**config.mk**
```make
export PLATFORM = sky130hd
export DESIGN_NAME = asbi_port
export DESIGN_NICKNAME = d
export VERILOG_FILES = /design/src/hdl/asbi_port.v
export VERILOG_INCLUDE_DIRS = /design/src /design/src/hdl
export SDC_FILE = /design/constraint.sdc
export NUM_CORES = 1
export LEC_CHECK = 0
export BUFFER_PORTS_ARGS = -buffer_cell sky130_fd_sc_hd__buf_2
export CORE_MARGIN = 3
export CORE_UTILIZATION = 25
export CTS_CLUSTER_DIAMETER = 150
export DETAILED_ROUTE_END_ITERATION = 10
export GPL_TIMING_DRIVEN = 0
export HOLD_SLACK_MARGIN = 0.06
export MAX_ROUTING_LAYER = met4
export SLEW_MARGIN = 20
export SYNTH_ARGS = -nofsm -noshare
export SYNTH_HDL_FRONTEND = slang
export SYNTH_SLANG_ARGS = --single-unit
```
**constraint.sdc**
```tcl
create_clock -name core_clk_i -period 3.9 [get_ports core_clk_i]
set_input_delay 0.585 -clock core_clk_i [delete_from_list [all_inputs] [get_ports core_clk_i]]
set_output_delay 0.585 -clock core_clk_i [all_outputs]
set_load 0.05 [all_outputs]
```
**src/hdl/asbi_consts.vh**
```
// constants for the serial result port with busy indicator
`ifndef ASBI_CONSTS_VH
`define ASBI_CONSTS_VH
`define ASBI_CFG_W 14
`define ASBI_RES_W 16
`define ASBI_CFG_RST 14'h3fff
`define ASBI_RB_BIT 0
`define ASBI_RES_LAST 16
`define ASBI_RES_REL 17
`define ASBI_CFG_LAST 30
`define ASBI_CFG_REL 31
`define ASBI_CONV_NS 1600
`define ASBI_CLK_MHZ 200
`define ASBI_CONV_CYC ((`ASBI_CONV_NS * `ASBI_CLK_MHZ) / 1000)
`endif

```
**src/hdl/asbi_port.v**
```verilog
// serial conversion port with busy indicator, device side
`timescale 1ns/10ps
`include "asbi_consts.vh"
module asbi_port #(
  parameter CONV_CYC = `ASBI_CONV_CYC
) (
  input wire core_clk_i,
  input wire nrst_i,
  input wire convert_start_i,
  input wire sclk_i,
  input wire sdi_i,
  input wire [`ASBI_RES_W-1:0] conv_result_i,
  output reg serial_result_out_o,
  output reg serial_result_out_oe_o,
  output reg converting_o,
  output reg core_power_o,
  output reg conv_done_o,
  output reg [`ASBI_CFG_W-1:0] cfg_o
);
  // ****************************************
  // local constants and state codes
  // ****************************************
  localparam SHIFT_W = `ASBI_RES_W + `ASBI_CFG_W;
  localparam N_PINS = 3;
  localparam [N_PINS-1:0] PIN_IDLE = 3'h2;
  localparam [2:0] ST_IDLE = 3'h1;
  localparam [2:0] ST_CONV = 3'h2;
  localparam [2:0] ST_XFER = 3'h4;
  localparam [4:0] CFG_FULL = `ASBI_CFG_W;
  localparam [5:0] SHIFT_LAST_CNT = `ASBI_CFG_LAST;
  localparam [5:0] RES_REL_CNT = `ASBI_RES_REL - 1;
  localparam [5:0] CFG_REL_CNT = `ASBI_CFG_REL - 1;
  localparam [31:0] CONV_LOAD = CONV_CYC;

  // ****************************************
  // state and datapath registers
  // ****************************************
  reg [2:0] state_reg;
  reg [2:0] state_next;
  reg [31:0] conv_cnt_reg;
  reg [31:0] conv_cnt_next;
  reg [`ASBI_CFG_W-1:0] cfg_reg;
  reg [`ASBI_CFG_W-1:0] cfg_next;
  reg [`ASBI_CFG_W-1:0] cfg_sh_reg;
  reg [`ASBI_CFG_W-1:0] cfg_sh_next;
  reg [4:0] cfg_cnt_reg;
  reg [4:0] cfg_cnt_next;
  reg [SHIFT_W-1:0] out_sh_reg;
  reg [SHIFT_W-1:0] out_sh_next;
  reg [5:0] fall_cnt_reg;
  reg [5:0] fall_cnt_next;
  reg sdo_next;
  reg sdo_oe_next;
  reg cnv_d_reg;
  reg sck_d_reg;

  // ****************************************
  // input synchronisers
  // ****************************************
  wire [N_PINS-1:0] pin_raw;
  wire [N_PINS-1:0] pin_sync;
  assign pin_raw = {sdi_i, sclk_i, convert_start_i};
  genvar g;
  generate
    for (g = 0; g < N_PINS; g = g + 1) begin : g_sync
      // two flops per pin, only the second is read
      reg meta_reg;
      reg sync_reg;
      always @(posedge core_clk_i or negedge nrst_i) begin
        if (!nrst_i) begin
          meta_reg <= PIN_IDLE[g];
          sync_reg <= PIN_IDLE[g];
        end else begin
          meta_reg <= pin_raw[g];
          sync_reg <= meta_reg;
        end
      end
      assign pin_sync[g] = sync_reg;
    end
  endgenerate
  wire cnv_s = pin_sync[0];
  wire sck_s = pin_sync[1];
  wire sdi_s = pin_sync[2];

  // ****************************************
  // edge detection
  // ****************************************
  always @(posedge core_clk_i or negedge nrst_i) begin
    if (!nrst_i) begin
      cnv_d_reg <= 1'b0;
      sck_d_reg <= 1'b1; // idles high, so no false edge after reset
    end else begin
      cnv_d_reg <= cnv_s;
      sck_d_reg <= sck_s;
    end
  end
  wire cnv_rise = cnv_s & ~cnv_d_reg;
  wire sck_rise = sck_s & ~sck_d_reg;
  wire sck_fall = ~sck_s & sck_d_reg;

  // ****************************************
  // decoded conditions
  // ****************************************
  wire st_conv = state_reg[1];
  wire st_xfer = state_reg[2];
  wire start = cnv_rise && !st_conv;
  wire eoc = st_conv && (conv_cnt_reg == 32'h1);
  wire rb_on = ~cfg_reg[`ASBI_RB_BIT];
  wire xfer_act = st_xfer && !cnv_s;
  wire cfg_take = xfer_act && sck_rise && (cfg_cnt_reg < CFG_FULL);
  wire out_step = xfer_act && sck_fall;
  wire rel_res = out_step && !rb_on && (fall_cnt_reg == RES_REL_CNT);
  wire rel_cfg = out_step && rb_on && (fall_cnt_reg == CFG_REL_CNT);
  wire release_now = rel_res || rel_cfg;

  // ****************************************
  // state machine
  // ****************************************
  always @* begin
    state_next = state_reg;
    case (state_reg)
      ST_IDLE: begin
        if (start)
          state_next = ST_CONV;
      end
      ST_CONV: begin
        if (eoc && !cnv_s)
          state_next = ST_XFER;
        else if (eoc)
          state_next = ST_IDLE;
      end
      ST_XFER: begin
        if (start)
          state_next = ST_CONV;
        else if (release_now)
          state_next = ST_IDLE;
      end
      default: begin
        state_next = ST_IDLE;
      end
    endcase
  end

  // ****************************************
  // conversion timer
  // ****************************************
  always @* begin
    conv_cnt_next = conv_cnt_reg;
    if (start)
      conv_cnt_next = CONV_LOAD;
    else if (st_conv)
      conv_cnt_next = conv_cnt_reg - 32'h1;
  end

  // ****************************************
  // config shift-in
  // ****************************************
  always @* begin
    cfg_next = cfg_reg;
    cfg_sh_next = cfg_sh_reg;
    cfg_cnt_next = cfg_cnt_reg;
    if (eoc) begin
      // a partial word never reaches the live configuration
      if (cfg_cnt_reg == CFG_FULL)
        cfg_next = cfg_sh_reg;
      cfg_cnt_next = 5'h0;
    end else if (cfg_take) begin
      cfg_sh_next = {cfg_sh_reg[`ASBI_CFG_W-2:0], sdi_s};
      cfg_cnt_next = cfg_cnt_reg + 5'h1;
    end
  end

  // ****************************************
  // result shifter and pin driver
  // ****************************************
  always @* begin
    out_sh_next = out_sh_reg;
    fall_cnt_next = fall_cnt_reg;
    sdo_next = serial_result_out_o;
    sdo_oe_next = serial_result_out_oe_o;
    if (start) begin
      sdo_oe_next = 1'b0;
    end else if (eoc) begin
      // old result is overwritten here, unread bits are lost
      out_sh_next = {conv_result_i, cfg_reg};
      fall_cnt_next = 6'h0;
      if (!cnv_s) begin
        sdo_next = 1'b0;
        sdo_oe_next = 1'b1;
      end else begin
        sdo_oe_next = 1'b0;
      end
    end else if (out_step) begin
      fall_cnt_next = fall_cnt_reg + 6'h1;
      if (fall_cnt_reg < SHIFT_LAST_CNT) begin
        sdo_next = out_sh_reg[SHIFT_W-1];
        out_sh_next = {out_sh_reg[SHIFT_W-2:0], 1'b0};
      end
      if (rel_res)
        sdo_oe_next = 1'b0;
      if (rel_cfg)
        sdo_oe_next = 1'b0;
    end
  end

  // ****************************************
  // state register
  // ****************************************
  always @(posedge core_clk_i or negedge nrst_i) begin
    if (!nrst_i)
      state_reg <= ST_IDLE;
    else
      state_reg <= state_next;
  end

  // ****************************************
  // timer register
  // ****************************************
  always @(posedge core_clk_i or negedge nrst_i) begin
    if (!nrst_i)
      conv_cnt_reg <= 32'h0;
    else
      conv_cnt_reg <= conv_cnt_next;
  end

  // ****************************************
  // config registers
  // ****************************************
  always @(posedge core_clk_i or negedge nrst_i) begin
    if (!nrst_i) begin
      cfg_reg <= `ASBI_CFG_RST;
      cfg_sh_reg <= 14'h0;
      cfg_cnt_reg <= 5'h0;
    end else begin
      cfg_reg <= cfg_next;
      cfg_sh_reg <= cfg_sh_next;
      cfg_cnt_reg <= cfg_cnt_next;
    end
  end

  // ****************************************
  // shifter registers
  // ****************************************
  always @(posedge core_clk_i or negedge nrst_i) begin
    if (!nrst_i) begin
      out_sh_reg <= {SHIFT_W{1'b0}};
      fall_cnt_reg <= 6'h0;
    end else begin
      out_sh_reg <= out_sh_next;
      fall_cnt_reg <= fall_cnt_next;
    end
  end

  // ****************************************
  // pin driver registers
  // ****************************************
  always @(posedge core_clk_i or negedge nrst_i) begin
    if (!nrst_i) begin
      serial_result_out_o <= 1'b0;
      serial_result_out_oe_o <= 1'b0;
    end else begin
      serial_result_out_o <= sdo_next;
      serial_result_out_oe_o <= sdo_oe_next;
    end
  end

  // ****************************************
  // conversion status outputs
  // ****************************************
  always @(posedge core_clk_i or negedge nrst_i) begin
    if (!nrst_i) begin
      converting_o <= 1'b0;
      core_power_o <= 1'b0;
      conv_done_o <= 1'b0;
    end else begin
      converting_o <= st_conv;
      core_power_o <= st_conv;
      conv_done_o <= eoc;
    end
  end

  // ****************************************
  // configuration output
  // ****************************************
  always @(posedge core_clk_i or negedge nrst_i) begin
    if (!nrst_i)
      cfg_o <= `ASBI_CFG_RST;
    else
      cfg_o <= cfg_reg;
  end
endmodule // asbi_port

```
==> impl_results.md <==
- Syn nets: between 500 and 600
- H-tree levels: 4
- Final min period: 2800 ps
- Final hold violations: 0
- Fin cells: 923
- Synth area leaders: dfrtp_1 (40%), dfstp_2 (14%), mux2_2 (7.6%), mux2_1 (5.9%), a31oi_1 (3.3%)
- #FFs+latches synth: 130
- Routability cong.: 0.780
- Postcts setup bufs: 0
- CTS tree: yes
- P_leak: about 3.2 nW
- Largest net degree at the start of global routing: 77
- Crit start category: flip-flop
- Vias in the first global route: 4144
- Boundary Pins: 40
- Cells after synthesis: 532
- Setup TNS: 0 ps
- Via-per-instance ratio: 4.57
- Unrepaired setup endpoints after global routing: no
- Maxcap violations: 0
- Num CTS Buffers: 17
- CP required: about 4200 ps
- Number of flops mapped to enable cells by yosys: 0
- Crit. End Element: flip-flop
- CTS clk-pin slew, worst paths: 60 ps
- GRT overflow: 0
- Area Growth Syn to Fin: 20.1%
- DRT iter0 DRCs: about 250
- Share of the synthesized area in the top cell type: 40.3%
- Number of flip-flops in the largest register: 32
- Max VDD drop: 0.000300 V
- Cts hold-fix bufs: 0
- Clock latency on the worst-skew pair: 420 ps
- Synth area leader: dfrtp_1
- Share of layout cells above drive strength 1: 27.6%
- Setup-failing EPs final: 0
- Multiplexer share of the synthesized area: 16.8%
- CTS root buf: clkbuf_16
- Fin util: 30.9%
- Worst Tran Pin Value: 776 ps
- Fmax: 357 MHz
- Post-synth cell types: 51
- Worst Setup Path Type: reg2reg
- Ys async rst share: 100%
- Layout Nets: 619
- Die area: 26200 µm²
- Syn Area/Cell: between 10 and 15 µm²
- First-pass GRT wire length: about 21000 µm
- Synth warn: 0
- Final Cycle Share: 71.9%
- Most common cell after layout, fill and taps aside: dfrtp_1
- CP arrival: about 3100 ps
- # placed instances: roughly 900
- WL/cell: 13.3 µm
- Post-synthesis compound-gate area fraction: roughly 7.6%
- Mapped Area: 6080 µm²
- DR pass1 iterations: 5
- Post-synthesis xor/xnor area fraction: under 10%
- Simple-gate portion of the synthesized area: 14.7%
- Vias after detailed routing: 4215
- CP Max Fanout: 10
- Die Width: 162 µm
- Worst slew margin: 48.1%
- Final WL: 12200 µm
- Ant. Diodes: 0
- Min-delay worst type: in2async
- Seq/Total Area, Yosys: 54.1%
- Post-DP HPWL: 8300 µm
- Initial antenna violation count: 0
- DRC errors left: 0
- Pre-CTS setup slack: approximately 1100 ps
- Clock buffer depth: 2
- Status: finished clean
- Fin. max-slew vios: 0
- Post-synth top flop: dfrtp_1
- # port buffers: 39
- Number of cell rows: 56
- Die height: 162 µm
- PostCTS Resize Cnt: 0
- Adder-Cell Fraction of Synth Area: 1.44%
- CTS sink cnt: 130
- Core ar.: 23700 µm²
- Largest family of logic cells by synthesized area: multiplexers
- Post-route ant nets: 0
- Initial core utilization: 25.7%
- Commonest cells after routing, fill and taps aside: dfrtp_1 (98), buf_2 (48), nand2_1 (42), mux2_2 (41)
- Worst Skew: 8.45 ps
- PwrDens: 476 nW/µm²
- All-Layer GR Usage: approximately a tenth
- Fin worst setup slack: 1100 ps
cell type report:
class,instances,area (µm²)
repair buffers,40,233
inverters,22,82.6
well taps,319,399
clock buffers,18,439
clock inverters,14,154
multi-input cells,346,2550
plain buffers,34,155
fillers,2462,16400
flip-flops and latches,130,3290
Yosys cell counts (2+ instances only):
master / count
nor4_1: 20
buf_4: 2
clkbuf_1: 19
mux2_2: 41
and3_1: 5
o31ai_1: 2
mux2_1: 32
xor2_1: 3
o21ai_0: 22
nand2_1: 42
dfrtp_1: 98
nor3b_1: 2
o211ai_1: 2
nor2b_1: 4
nor2_1: 29
xnor2_1: 7
a31oi_1: 32
nand3_1: 5
nor4bb_1: 3
o311ai_0: 3
dfstp_2: 32
nand4_1: 12
a21oi_1: 3
nor3_1: 11
inv_1: 22
or2_2: 4
o41ai_1: 3
and4_1: 2
and2_1: 2
a211oi_1: 3
or3_1: 4
or4_1: 4
mux2i_1: 20
buf_2: 10
ha_1: 7
nand2b_1: 2
and4b_1: 3
buf_1: 2
critical path, cell delays in order, from the launching register on:
cell and delay [ps]:
dfrtp_1 430, nor3_1 570, and4b_1 360, buf_1 470
nand3_4 230, buf_2 280, mux2_1 340
path summary, 6_finish.rpt:
| check | slack (ps) | from | cells past startpoint | endpoint |
|---|---|---|---|---|
| worst max-delay path | 1100 | conv_cnt_reg[12] | 6 | out_sh_reg[24] |
| worst min-delay path | 70 | nrst_i | 1 | out_sh_reg[19] |
| worst max register to register | 1100 | conv_cnt_reg[12] | 6 | out_sh_reg[24] |
| worst min register to register | 350 | g_sync[2].meta_reg | 0 | g_sync[2].sync_reg |
| max in group asynchronous | 3100 | nrst_i | 2 | g_sync[1].sync_reg |
| min in group core_clk_i | 270 | sclk_i | 1 | g_sync[1].meta_reg |
kinds of logic after synthesis:
| family | after synthesis |
|---|---|
| multiplexers | 93 |
| XOR/XNOR | 10 |
| AND/OR/NAND/NOR | 162 |
| buffers and inverters | 56 |
| adder cells (fa/ha/maj) | 7 |
| AO/OA/AOI/OAI | 74 |
| flip-flops | 130 |
routing by layer:
layer / routed length, µm / track usage [%] / vias to the layer above
li1: - / - / 2061
met1: 5670 / 12.2 / 2071
met2: 5890 / 15.9 / 68
met3: 501 / 3.06 / 15
met4: 172 / 3.76 / 0
met5: 0 / - / -
stage by stage:
step / power (mW) / hold WS (ps) / instance area, µm²
6_report: 3.48 / 66.9 / 7310
5_1_grt: 3.65 / 72.5 / 7310
4_1_cts: 3.53 / 63.5 / 7310
3_5_place_dp: 1.92 / 340 / 6720
3_3_place_gp: 1.91 / 341 / 6680
2_1_floorplan: 1.79 / 289 / 6080
report_power, final:
part | switching (mW) | internal (mW)
Sequential | 0.0802 | 1.44
Combinational | 0.224 | 0.154
Clock | 0.622 | 0.964
No activity file was read; power rests on OpenSTA's default activity.
